## config.mk

```make
export PLATFORM = sky130hd
export DESIGN_NAME = free_running_match_counter
export DESIGN_NICKNAME = d
export VERILOG_FILES = /design/src/frt_pkg.sv /design/src/free_running_match_counter.sv /design/src/frt_tick_gen.sv /design/src/frt_flag.sv
export VERILOG_INCLUDE_DIRS = /design/src
export SDC_FILE = /design/constraint.sdc
export NUM_CORES = 1
export LEC_CHECK = 0
export ABC_AREA = 0
export ABC_CLOCK_PERIOD_IN_PS = 3900
export BUFFER_PORTS_ARGS = -buffer_cell sky130_fd_sc_hd__buf_4
export CAP_MARGIN = 0
export CELL_PAD_IN_SITES_DETAIL_PLACEMENT = 2
export CELL_PAD_IN_SITES_GLOBAL_PLACEMENT = 2
export CORE_AREA = 5 5 192 138
export DETAILED_ROUTE_END_ITERATION = 8
export DIE_AREA = 0 0 197 143
export GPL_ROUTABILITY_DRIVEN = 0
export PLACE_DENSITY = 0.87
export SLEW_MARGIN = 10
export SYNTH_ARGS = -nofsm -noshare
export SYNTH_HDL_FRONTEND = slang
export SYNTH_SLANG_ARGS = --single-unit
```

## constraint.sdc

```tcl
create_clock -name clk_sys_i -period 3.9 [get_ports clk_sys_i]
set_clock_uncertainty 0.15 [all_clocks]
set_input_delay 0.585 -clock clk_sys_i [delete_from_list [all_inputs] [get_ports clk_sys_i]]
set_output_delay 0.585 -clock clk_sys_i [all_outputs]
set_load 0.1 [all_outputs]
```

## src/frt_defs.svh

```systemverilog
// Register offsets, field positions, reset values and timing counts
`ifndef FRT_DEFS_SVH
`define FRT_DEFS_SVH

`define FRT_ADDR_W        8
`define FRT_OFF_MODE      8'h00
`define FRT_OFF_CTRL      8'h04
`define FRT_OFF_PERIOD    8'h08
`define FRT_OFF_COUNT     8'h0c
`define FRT_OFF_FLAGS     8'h10

`define FRT_MODE_MATCH_IRQ 0
`define FRT_MODE_OVF_IRQ  1
`define FRT_MODE_KEEP     2
`define FRT_MODE_SEL_LO   3
`define FRT_MODE_SEL_HI   4

`define FRT_CTRL_EN       0
`define FRT_CTRL_HOLD     1
`define FRT_CTRL_CLR      2
`define FRT_CTRL_REQ      3

`define FRT_FLAG_MATCH    0
`define FRT_FLAG_OVF      1
`define FRT_FLAG_ACK      2

`define FRT_RST_MODE      5'h00
`define FRT_RST_PERIOD    32'h0000_0000
`define FRT_OSC_DIV       16

`endif

```

## src/frt_pkg.sv

```systemverilog
// Types shared by the free-running match counter
package frt_pkg;

  typedef enum logic [1:0] {
    SRC_INT_DIV = 2'h0,
    SRC_EXT_DIV = 2'h1,
    SRC_SUB     = 2'h2,
    SRC_RSVD    = 2'h3
  } clk_src_t;

  typedef struct packed {
    clk_src_t count_clock_select;
    logic     match_clear_disable;
    logic     overflow_irq_enable;
    logic     match_irq_enable;
  } mode_t;

  typedef struct packed {
    logic count_read_request;
    logic counter_hold;
    logic unit_enable_bit;
  } ctrl_t;

  typedef enum logic [1:0] {
    RD_IDLE = 2'b01,
    RD_DONE = 2'b10
  } rd_state_t;

endpackage : frt_pkg

```

## src/free_running_match_counter.sv

```systemverilog
// Free-running 32-bit match counter with register port
//
// Decided for this implementation: the register addresses and the plain strobed port.
`timescale 1ns/1ps
`include "frt_defs.svh"
module free_running_match_counter
  import frt_pkg::*;
#(
  parameter int WIDTH = 32,
  parameter int DIV   = `FRT_OSC_DIV
) (
  input  wire logic                   clk_sys_i,
  input  wire logic                   nrst_i,
  input  wire logic                   ce_i,
  input  wire logic                   int_osc_i,
  input  wire logic                   ext_osc_i,
  input  wire logic                   sub_osc_i,
  input  wire logic [`FRT_ADDR_W-1:0] addr_i,
  input  wire logic [31:0]            wdata_i,
  input  wire logic                   wr_i,
  input  wire logic                   rd_i,
  output logic      [31:0]            rdata_o,
  output logic                        irq_o,
  output logic                        wakeup_o
);

  function automatic logic hit(input logic [`FRT_ADDR_W-1:0] a,
                               input logic [`FRT_ADDR_W-1:0] off);
    hit = (a == off);
  endfunction : hit

  mode_t            mode_r;
  ctrl_t            ctrl_r;
  logic [WIDTH-1:0] period_r;
  logic [WIDTH-1:0] cnt_r;
  logic [WIDTH-1:0] cnt_nxt;
  logic [WIDTH-1:0] snap_r;
  logic             stall_r;
  logic             match_evt_r;
  logic             ovf_evt_r;
  rd_state_t        rd_st_r;
  rd_state_t        rd_st_nxt;
  logic             tick_int;
  logic             tick_ext;
  logic             tick_sub;
  logic             match_flag;
  logic             overflow_flag;
  logic             read_ready_flag;
  logic [31:0]      rdata_nxt;

  // Register decode
  wire wr_mode   = wr_i && hit(addr_i, `FRT_OFF_MODE);
  wire wr_ctrl   = wr_i && hit(addr_i, `FRT_OFF_CTRL);
  wire wr_period = wr_i && hit(addr_i, `FRT_OFF_PERIOD);
  wire wr_flags  = wr_i && hit(addr_i, `FRT_OFF_FLAGS);
  wire clr_cmd   = wr_ctrl && wdata_i[`FRT_CTRL_CLR];

  // Source ticks, each a sampled oscillator turned into a single pulse
  frt_tick_gen #(.DIV(DIV)) u_tick_int (
    .clk_sys_i (clk_sys_i),
    .nrst_i    (nrst_i),
    .ce_i      (ce_i),
    .src_i     (int_osc_i),
    .tick_o    (tick_int)
  );
  frt_tick_gen #(.DIV(DIV)) u_tick_ext (
    .clk_sys_i (clk_sys_i),
    .nrst_i    (nrst_i),
    .ce_i      (ce_i),
    .src_i     (ext_osc_i),
    .tick_o    (tick_ext)
  );
  frt_tick_gen #(.DIV(1)) u_tick_sub (
    .clk_sys_i (clk_sys_i),
    .nrst_i    (nrst_i),
    .ce_i      (ce_i),
    .src_i     (sub_osc_i),
    .tick_o    (tick_sub)
  );

  // Reserved select gives no ticks at all, so the counter just stops
  wire tick_sel = (mode_r.count_clock_select == SRC_INT_DIV) ? tick_int :
                  (mode_r.count_clock_select == SRC_EXT_DIV) ? tick_ext :
                  (mode_r.count_clock_select == SRC_SUB)     ? tick_sub :
                  1'b0;

  wire running = ctrl_r.unit_enable_bit && !ctrl_r.counter_hold &&
                 !stall_r && tick_sel;
  wire [WIDTH-1:0] cnt_inc = cnt_r + WIDTH'(1);
  wire match_clr = match_evt_r && !mode_r.match_clear_disable;

  always_comb begin
    cnt_nxt = cnt_r;
    if (clr_cmd) begin
      cnt_nxt = '0;
    end else if (match_clr) begin
      cnt_nxt = '0;
    end else if (running) begin
      cnt_nxt = cnt_inc;
    end
  end

  // Events are registered in the system domain before touching flags
  always_ff @(posedge clk_sys_i) begin
    if (!nrst_i) begin
      cnt_r       <= '0;
      match_evt_r <= 1'b0;
      ovf_evt_r   <= 1'b0;
      stall_r     <= 1'b0;
    end else if (ce_i) begin
      cnt_r       <= cnt_nxt;
      match_evt_r <= running && !clr_cmd && (cnt_inc == period_r);
      ovf_evt_r   <= running && !clr_cmd && (&cnt_inc);
      if (match_clr) begin
        stall_r <= 1'b1;
      end else if (!match_flag || clr_cmd) begin
        stall_r <= 1'b0;
      end
    end
  end

  // Software registers
  always_ff @(posedge clk_sys_i) begin
    if (!nrst_i) begin
      mode_r   <= mode_t'(`FRT_RST_MODE);
      ctrl_r   <= '0;
      period_r <= WIDTH'(`FRT_RST_PERIOD);
    end else if (ce_i) begin
      if (wr_mode) begin
        mode_r <= mode_t'(wdata_i[`FRT_MODE_SEL_HI:0]);
      end
      if (wr_period) begin
        period_r <= wdata_i[WIDTH-1:0];
      end
      if (wr_ctrl) begin
        ctrl_r.unit_enable_bit <= wdata_i[`FRT_CTRL_EN];
        ctrl_r.counter_hold    <= wdata_i[`FRT_CTRL_HOLD];
      end
      if (wr_ctrl && wdata_i[`FRT_CTRL_REQ]) begin
        ctrl_r.count_read_request <= 1'b1;
      end else if (read_ready_flag) begin
        ctrl_r.count_read_request <= 1'b0;
      end else if (wr_ctrl) begin
        ctrl_r.count_read_request <= 1'b0;
      end
    end
  end

  // Read handshake: one snapshot per request, kept stable for software
  wire snap_take = (rd_st_r == RD_IDLE) && ctrl_r.count_read_request &&
                   !read_ready_flag;

  always_comb begin
    case (rd_st_r)
      RD_IDLE: rd_st_nxt = snap_take ? RD_DONE : RD_IDLE;
      RD_DONE: rd_st_nxt = read_ready_flag ? RD_DONE : RD_IDLE;
      default: rd_st_nxt = RD_IDLE;
    endcase
  end

  always_ff @(posedge clk_sys_i) begin
    if (!nrst_i) begin
      rd_st_r <= RD_IDLE;
      snap_r  <= '0;
    end else if (ce_i) begin
      rd_st_r <= rd_st_nxt;
      if (snap_take) begin
        snap_r <= cnt_r;
      end
    end
  end

  frt_flag u_match_flag (
    .clk_sys_i (clk_sys_i),
    .nrst_i    (nrst_i),
    .ce_i      (ce_i),
    .set_i     (match_evt_r),
    .clr_i     (wr_flags && wdata_i[`FRT_FLAG_MATCH]),
    .flag_o    (match_flag)
  );
  frt_flag u_overflow_flag (
    .clk_sys_i (clk_sys_i),
    .nrst_i    (nrst_i),
    .ce_i      (ce_i),
    .set_i     (ovf_evt_r),
    .clr_i     (wr_flags && wdata_i[`FRT_FLAG_OVF]),
    .flag_o    (overflow_flag)
  );
  frt_flag u_read_ready_flag (
    .clk_sys_i (clk_sys_i),
    .nrst_i    (nrst_i),
    .ce_i      (ce_i),
    .set_i     (snap_take),
    .clr_i     (wr_flags && wdata_i[`FRT_FLAG_ACK]),
    .flag_o    (read_ready_flag)
  );

  // Read mux; the count register ignores writes entirely
  always_comb begin
    rdata_nxt = 32'h0000_0000;
    case (addr_i)
      `FRT_OFF_MODE:   rdata_nxt[`FRT_MODE_SEL_HI:0] = mode_r;
      `FRT_OFF_CTRL:   rdata_nxt[`FRT_CTRL_REQ:0] =
                         {ctrl_r.count_read_request, 1'b0,
                          ctrl_r.counter_hold, ctrl_r.unit_enable_bit};
      `FRT_OFF_PERIOD: rdata_nxt[WIDTH-1:0] = period_r;
      `FRT_OFF_COUNT:  rdata_nxt[WIDTH-1:0] = snap_r;
      `FRT_OFF_FLAGS:  rdata_nxt[`FRT_FLAG_ACK:0] =
                         {read_ready_flag, overflow_flag, match_flag};
      default:         rdata_nxt = 32'h0000_0000;
    endcase
  end

  wire irq_nxt = (match_flag && mode_r.match_irq_enable) ||
                 (overflow_flag && mode_r.overflow_irq_enable);

  always_ff @(posedge clk_sys_i) begin
    if (!nrst_i) begin
      rdata_o  <= 32'h0000_0000;
      irq_o    <= 1'b0;
      wakeup_o <= 1'b0;
    end else if (ce_i) begin
      rdata_o  <= rd_i ? rdata_nxt : 32'h0000_0000;
      irq_o    <= irq_nxt;
      wakeup_o <= irq_nxt;
    end
  end

  AST_MATCH_CLEARS: assert property (
    @(posedge clk_sys_i) disable iff (!nrst_i)
    ce_i && match_evt_r && !mode_r.match_clear_disable |=> cnt_r == '0)
    else $error("count not zeroed after match");

  // The stall is what lets software see the match before counting resumes
  AST_STALL_HOLDS: assert property (
    @(posedge clk_sys_i) disable iff (!nrst_i)
    ce_i && stall_r && !clr_cmd && !match_clr |=> $stable(cnt_r))
    else $error("count moved while waiting for match flag clear");

  AST_MATCH_KEEPS_COUNT: assert property (
    @(posedge clk_sys_i) disable iff (!nrst_i)
    ce_i && match_evt_r && mode_r.match_clear_disable && !clr_cmd &&
    !running |=> cnt_r == $past(cnt_r))
    else $error("count changed through match with clear disabled");

  AST_IRQ_LATENCY: assert property (
    @(posedge clk_sys_i) disable iff (!nrst_i)
    ce_i && match_evt_r && mode_r.match_irq_enable && !wr_flags &&
    !wr_mode ##1 ce_i |=> irq_o)
    else $error("interrupt late after match");

  AST_WAKE_LATENCY: assert property (
    @(posedge clk_sys_i) disable iff (!nrst_i)
    ce_i && match_evt_r && mode_r.match_irq_enable && !wr_flags &&
    !wr_mode ##1 ce_i |=> wakeup_o)
    else $error("wakeup late after match");

  AST_IRQ_MASKED: assert property (
    @(posedge clk_sys_i) disable iff (!nrst_i)
    ce_i && !mode_r.match_irq_enable && !mode_r.overflow_irq_enable
    |=> !irq_o)
    else $error("interrupt raised while masked");

  AST_REQ_SELF_CLEAR: assert property (
    @(posedge clk_sys_i) disable iff (!nrst_i)
    ce_i && read_ready_flag && !wr_ctrl |=> !ctrl_r.count_read_request)
    else $error("read request not cleared after ack");

  AST_ACK_SNAPSHOT: assert property (
    @(posedge clk_sys_i) disable iff (!nrst_i)
    ce_i && snap_take |=> read_ready_flag && snap_r == $past(cnt_r))
    else $error("ack without matching snapshot");

  AST_CLEAR_CMD: assert property (
    @(posedge clk_sys_i) disable iff (!nrst_i)
    ce_i && clr_cmd |=> cnt_r == '0)
    else $error("clear command ignored");

  AST_HOLD_FREEZE: assert property (
    @(posedge clk_sys_i) disable iff (!nrst_i)
    ce_i && (ctrl_r.counter_hold || !ctrl_r.unit_enable_bit) && !clr_cmd &&
    !match_clr |=> $stable(cnt_r))
    else $error("count moved while held or disabled");

  AST_STEP_ONE: assert property (
    @(posedge clk_sys_i) disable iff (!nrst_i)
    ce_i && running && !clr_cmd && !match_clr |=> cnt_r == $past(cnt_inc))
    else $error("count did not step by one");

  AST_OVF_FLAG: assert property (
    @(posedge clk_sys_i) disable iff (!nrst_i)
    ce_i && ovf_evt_r |=> overflow_flag)
    else $error("overflow flag not set");

endmodule : free_running_match_counter

```

## src/frt_tick_gen.sv

```systemverilog
// Edge detector and divider turning a sampled oscillator into count ticks
`timescale 1ns/1ps
module frt_tick_gen #(
  parameter int DIV = 16
) (
  input  wire logic clk_sys_i,
  input  wire logic nrst_i,
  input  wire logic ce_i,
  input  wire logic src_i,
  output logic      tick_o
);
  localparam int CW = (DIV > 1) ? $clog2(DIV) : 1;

  logic          src_d_r;
  logic [CW-1:0] div_r;
  wire           rise_w = src_i & ~src_d_r;
  wire           last_w = (DIV <= 1) || (div_r == CW'(DIV - 1));

  always_ff @(posedge clk_sys_i) begin
    if (!nrst_i) begin
      src_d_r <= 1'b0;
      div_r   <= '0;
      tick_o  <= 1'b0;
    end else if (ce_i) begin
      src_d_r <= src_i;
      tick_o  <= rise_w & last_w;
      if (rise_w) begin
        div_r <= last_w ? '0 : div_r + CW'(1);
      end
    end
  end
endmodule : frt_tick_gen

```

## src/frt_flag.sv

```systemverilog
// Sticky status bit: hardware set wins over a software clear
`timescale 1ns/1ps
module frt_flag (
  input  wire logic clk_sys_i,
  input  wire logic nrst_i,
  input  wire logic ce_i,
  input  wire logic set_i,
  input  wire logic clr_i,
  output logic      flag_o
);
  always_ff @(posedge clk_sys_i) begin
    if (!nrst_i) begin
      flag_o <= 1'b0;
    end else if (ce_i) begin
      if (set_i) begin
        flag_o <= 1'b1;
      end else if (clr_i) begin
        flag_o <= 1'b0;
      end
    end
  end
endmodule : frt_flag

```

== Word level (Yosys, flattened, before mapping) ==
Cells that the tools add are included.
Widths: inputs -> output; s select.
Operators by class
  $add $sub $neg: 3
  $mul: 0
  divide/modulo/power cells: 0
  order comparisons: 0
  equality and inequality tests: 11
  shift operators: 0
  muxes and demuxes: 27
  bitwise logic cells: 8
  reduce and logical (&&, ||, !) cells: 49
Operators with widths (count)
  $mux 32: 4
  $pmux 27 s2: 1
  $add 32x1->32 const B: 1
  $eq 32x32->1: 1
  $reduce_and 32->1: 1
  $reduce_and 2->1: 12
  $logic_and 1x1->1: 20
  $eq 8x4->1 const B: 2
  $pmux 3 s5: 1
  $mux 1: 14
  $add 4x1->4 const B: 2
  $eq 4x4->1 const B: 2
  $eq 8x3->1 const B: 1
  $eq 8x5->1 const B: 1
  $logic_not 8->1: 1
  $mux 4: 2
  $reduce_bool 2->1: 4
  $logic_not 1->1: 6
  $reduce_bool 3->1: 2
  $and 1x1->1: 5
  $eq 2x1->1 const B: 2
  $eq 2x2->1 const B: 2
  $mux 2: 2
  $pmux 1 s4: 1
  other kinds (5): 8
Word-level totals
  flip-flop bits (word level): 159
  bits in latches: 0
  memory bits (writable): 0
  bits in read-only memories: 0
  output and inout port bits: 34
  word-level logic and storage cells: 125
  memories: 0

== Logic depth before layout (Yosys ltp) ==
  depth in word-level cells: 8
  depth in mapped cells: 12
  depth with buffers taken out: 10

== Modules after synthesis ==
A second synthesis with hierarchy kept.
Second synthesis, totals
  cells, all modules: 1058
  area, all modules: 8664.6 sq um
Modules (own cells, without submodules)
  free_running_match_counter: times used 1, cells each 985, area each 7918.8 sq um
  frt_tick_gen at u_tick_ext ...: times used 2, cells each 27, area each 276.5 sq um
  frt_flag: times used 3, cells each 4, area each 38.8 sq um
  frt_tick_gen at u_tick_sub: times used 1, cells each 7, area each 76.3 sq um

== Worst setup path after synthesis ==
OpenSTA, ideal clock, no wires.
  kind: input port to flip-flop
  from: in addr_i[0]
  to: reg cnt_r[8]
  arrival time: 2.897 ns
  data required time: 3.691 ns
  setup slack: 0.793 ns
  cell stages on the path: 10
  cell sequence: or4_1 > nor4_1 > nand3_1 > o21ai_2 > o21ai_1 > or2_1 > clkbuf_1 > buf_2 > o41ai_1 > and2_1
On the way
  word-level cells in the longest chain between the ends: 5
  elaborated cells between the ends (all ways): 6
Ends and longest elaborated chain
  from (decl): RTL line free_running_match_counter.sv:18  | input wire logic [`FRT_ADDR_W-1:0] addr_i,
  $eq 8x3->1 *: RTL line free_running_match_counter.sv:29  | hit = (a == off);
  $logic_and 1x1->1 *: RTL line free_running_match_counter.sv:53  | wire wr_ctrl = wr_i && hit(addr_i, `FRT_OFF_CTRL);
  $logic_and 1x1->1 *: RTL line free_running_match_counter.sv:56  | wire clr_cmd = wr_ctrl && wdata_i[`FRT_CTRL_CLR];
  $reduce_bool 3->1 (no line)
  $reduce_and 2->1 (no line)
  to (signal assigned): RTL line free_running_match_counter.sv:111  | cnt_r <= cnt_nxt;
  to (decl): RTL line free_running_match_counter.sv:35  | logic [WIDTH-1:0] cnt_r;
Every way passes the cells marked *; elsewhere a longest branch is shown, timed or not.
A chain may end at the register's enable or synchronous reset.

== Final worst setup path ==
  from: reg cnt_r[0]
  to: reg match_evt_r
On the way
  word-level cells in the longest chain between the ends: 3
Ends and longest elaborated chain
  $add 32x1->32: RTL line free_running_match_counter.sv:89  | wire [WIDTH-1:0] cnt_inc = cnt_r + WIDTH'(1);
  $eq 32x32->1: RTL line free_running_match_counter.sv:112  | match_evt_r <= running && !clr_cmd && (cnt_inc == period_r);
  $logic_and 1x1->1: RTL line free_running_match_counter.sv:112
  to (signal assigned): RTL line free_running_match_counter.sv:112
  to (decl): RTL line free_running_match_counter.sv:39  | logic match_evt_r;
No other way between the ends.

==> reports/results.txt <==
row count = 48
TritonCTS Sinks = 159
Final nets = 1,183
Post-synth EDFFs = 0
# H-tree levels = 4
most common cell after layout, fill and taps aside = nand2_1
synth top area cells = dfxtp_1 37%, nand2_1 7.7%, mux2i_1 5.2%, and2_1 3.9%, a21boi_1 3.8%
cell family contributing the most delay on the critical path = simple AND/OR/NAND/NOR gates
Sequential Area = 3183 um^2
CP peak stage delay = 560 ps
Tightest Pin Transition = 947.2 ps
most frequent cells in the layout = 178 x nand2_1, 159 x dfxtp_1, 117 x buf_4, 54 x and2_1, 45 x mux2i_1
most frequently used flop master after synthesis = dfxtp_1
ant diodes = 0
main combinational cell family by area after synthesis = simple AND/OR/NAND/NOR gates
Post-Syn Instances = 1,089
Final Hold Vio Count = 0
critical path class = flip-flop to flip-flop
Starting DRT DRC Count = 397
ys async rst share = 0%
die width = 197 um
slowest CP cell = or4_1
Post-Syn Area per Cell = 7.958 um^2
GRT busiest layer = met2
Final setup viols = 0
CP endpoint kind = flip-flop
crit-path cells = ha_1 > nand3_1 > nor3_2 > nand4_1 > o211a_1 > a2111oi_0 > nand4_1 > or4_1 > o21ai_1
crit share post-route = 93.83%
worst vdd ir = 0.3158 mV
Synth Net Count = 1,143
status = finished, final reports clean
setup TNS = 0 ps
Worst path depth = 9
WL final = 32.61 mm
Worst Setup Start Kind = flip-flop
multi-input logic area = 4942 um^2
LEAKAGE = 0.003572 uW
R2R cell count = 9
post-synthesis register bit count = 159
top achievable clock speed = 0.2733 GHz
CP Buf/Inv Count = 0
CORE AREA = 24,380 um^2
synth-to-layout area growth = 16.91%
hold path cells = 3
HP Class = input pin to flip-flop
routed vias/inst = 5.599
DRC errors left = 0
total track usage = 23.17%
Max-slew headroom = 36.86%
Critical Path AT = 3890 ps
Compound-Gate Fraction of Synth Area = 18.42%
DR vias = 8,214
met1 Use GR = 31.45%
postcts setup bufs = 0
Synth Area in Adders = 0.8663%
Synth Area in XOR/XNOR = 5.053%
TritonCTS Buffers = 17
Pre-antenna DRT Iters = 5
root buf cell = clkbuf_16
count of cell types in the netlist = 65
Final Critical Period = 3659 ps
Max-cap violations = 0
CP required = 4130 ps
YS warnings = 0
Boundary Pins = 82
first-pass GRT wire length = 51.00 mm
unrepaired setup endpoints after global routing = no
initial core utilization = 35.54%
Routed wire per std cell = 22.23 um
CTS tree = yes
number of global-route vias before repair = 8,901
share of synthesized area spent on multiplexers = 6.107%
initial antenna violation count = 0
simple-gate share of the synthesized area = 26.36%
sequential-to-total area share from yosys stat = 36.73%
P per Cell Area = 339.0 nW/um^2
Die Y = 143 um
Slew Limit Fails = 0
Filler Cell Count = 2,758
largest net degree at the start of global routing = 110
number of port buffers = 81
Worst-Skew Late Latency = 450 ps
Total Power = 3435 uW
Overflow after GRT = 0
clock transition at the registers of the reported paths = 70 ps
Top cell by count, worst path = nand4_1
Synth Cell Area = 8666 um^2
die outline area = 28,170 um^2
met3 usage in global routing = 3.986%
smallest hold slack = 236.3 ps
Final HPWL DP = 22.16 mm
Clock Tree Buf Depth = 2
critical path peak fanout = 9
Routed Antenna Nets = 0
GRT met2 Usage = 38.53%
fraction of layout cells with a size suffix above 1 = 14.54%
post-synth top area cell = dfxtp_1
top cell type's share of synthesized area = 36.73%
-- layout make-up --
cell class              count  share of cell area (%)
multi-input cells         790                   48.78
flip-flops and latches    159                   31.42
repair buffers            117                   8.670
clock buffers              17                   4.199
well taps                 325                   4.014
inverters                  44                   1.630
clock inverters            15                   1.284
-- cells in the mapped netlist (14+ instances only) --
| library cell | instances |
|---|---|
| nor2_1 | 38 |
| xnor2_1 | 33 |
| nor4_1 | 14 |
| inv_1 | 44 |
| nand3_1 | 23 |
| nand2b_1 | 14 |
| and2_1 | 54 |
| o21ai_1 | 19 |
| o21ai_0 | 24 |
| o31ai_1 | 15 |
| nor3_1 | 19 |
| nand2_1 | 178 |
| nand4_1 | 23 |
| a21oi_1 | 27 |
| dfxtp_1 | 159 |
| nor2b_1 | 32 |
| o22ai_1 | 33 |
| a21boi_1 | 44 |
| mux2i_1 | 45 |
| xor2_1 | 17 |
| a21boi_0 | 37 |
| clkbuf_1 | 73 |
-- per-stage QoR --
| step | cells | setup slack (ps) | cell area (um^2) | util [%] |
|---|---|---|---|---|
| 2_1_floorplan | 1089 | 793.4 | 8666 | - |
| 3_3_place_gp | 1435 | 446.8 | 9565 | 39.23 |
| 3_5_place_dp | 1435 | 240.5 | 9565 | 39.23 |
| 4_1_cts | 1467 | 194.5 | 10120 | 41.51 |
| 5_1_grt | 1467 | 36.13 | 10130 | 41.55 |
| 6_report | 1467 | 240.6 | 10130 | 41.55 |
-- layer usage --
layer | wire [um] | share of wire [%]
met4 | 534 | 1.6
met5 | 0 | 0
met2 | 15170 | 47
met1 | 15680 | 48
met3 | 1234 | 3.8
-- cells by family (layout without fill, tap and decap cells) --
family                   count (synthesis)  count (layout)
AND/OR/NAND/NOR                        444             444
AO/OA/AOI/OAI                          239             239
adder cells (fa/ha/maj)                  6               6
XOR/XNOR                                50              50
multiplexers                            51              51
buffers and inverters                  140             193
flip-flops                             159             159
-- flip-flops by register name, summed over array words and instances, names as in the netlist --
signal and count:
stall_r 1, period_r 32, u_overflow_flag.flag_o 1, u_tick_int.src_d_r 1
u_read_ready_flag.flag_o 1, u_match_flag.flag_o 1, match_evt_r 1, u_tick_int.tick_o 1
u_tick_sub.src_d_r 1, wakeup_o 1, cnt_r 32, ovf_evt_r 1
ctrl_r 3, rd_st_r 2, u_tick_ext.tick_o 1, rdata_o 32
u_tick_sub.tick_o 1, u_tick_ext.src_d_r 1, mode_r 5, u_tick_int.div_r 4
snap_r 32, u_tick_ext.div_r 4
-- power breakdown --
part | internal (uW) | switching, uW | total (uW)
clock | 837 | 816 | 1650
sequential | 1630 | 5.35 | 1630
combinational | 66.9 | 82.2 | 149
total | 2530 | 903 | 3430
-- timing repair --
item | CTS | global route
hold buffers | 0 | 0
resized for setup | 0 | 2
endpoints found under the setup margin | 0 | 1
-- worst reg2reg max path: stages, from the launching register on --
cell,delay [ps]
dfxtp_1,530
ha_1,420
nand3_1,180
nor3_2,380
nand4_1,380
o211a_1,350
a2111oi_0,360
nand4_1,160
or4_1,560
o21ai_1,120
-- worst paths after layout --
path,from,end,slack [ps]
worst max register to register,cnt_r[0]$_SDFFE_PN0P_,match_evt_r$_SDFFE_PN0P_,240
worst min register to register,ovf_evt_r$_SDFFE_PN0P_,ovf_evt_r$_SDFFE_PN0P_,310
worst max-delay path,cnt_r[0]$_SDFFE_PN0P_,match_evt_r$_SDFFE_PN0P_,240
worst min-delay path,wdata_i[5],period_r[5]$_SDFFE_PN0P_,240
No activity file was read; power rests on OpenSTA's default activity.
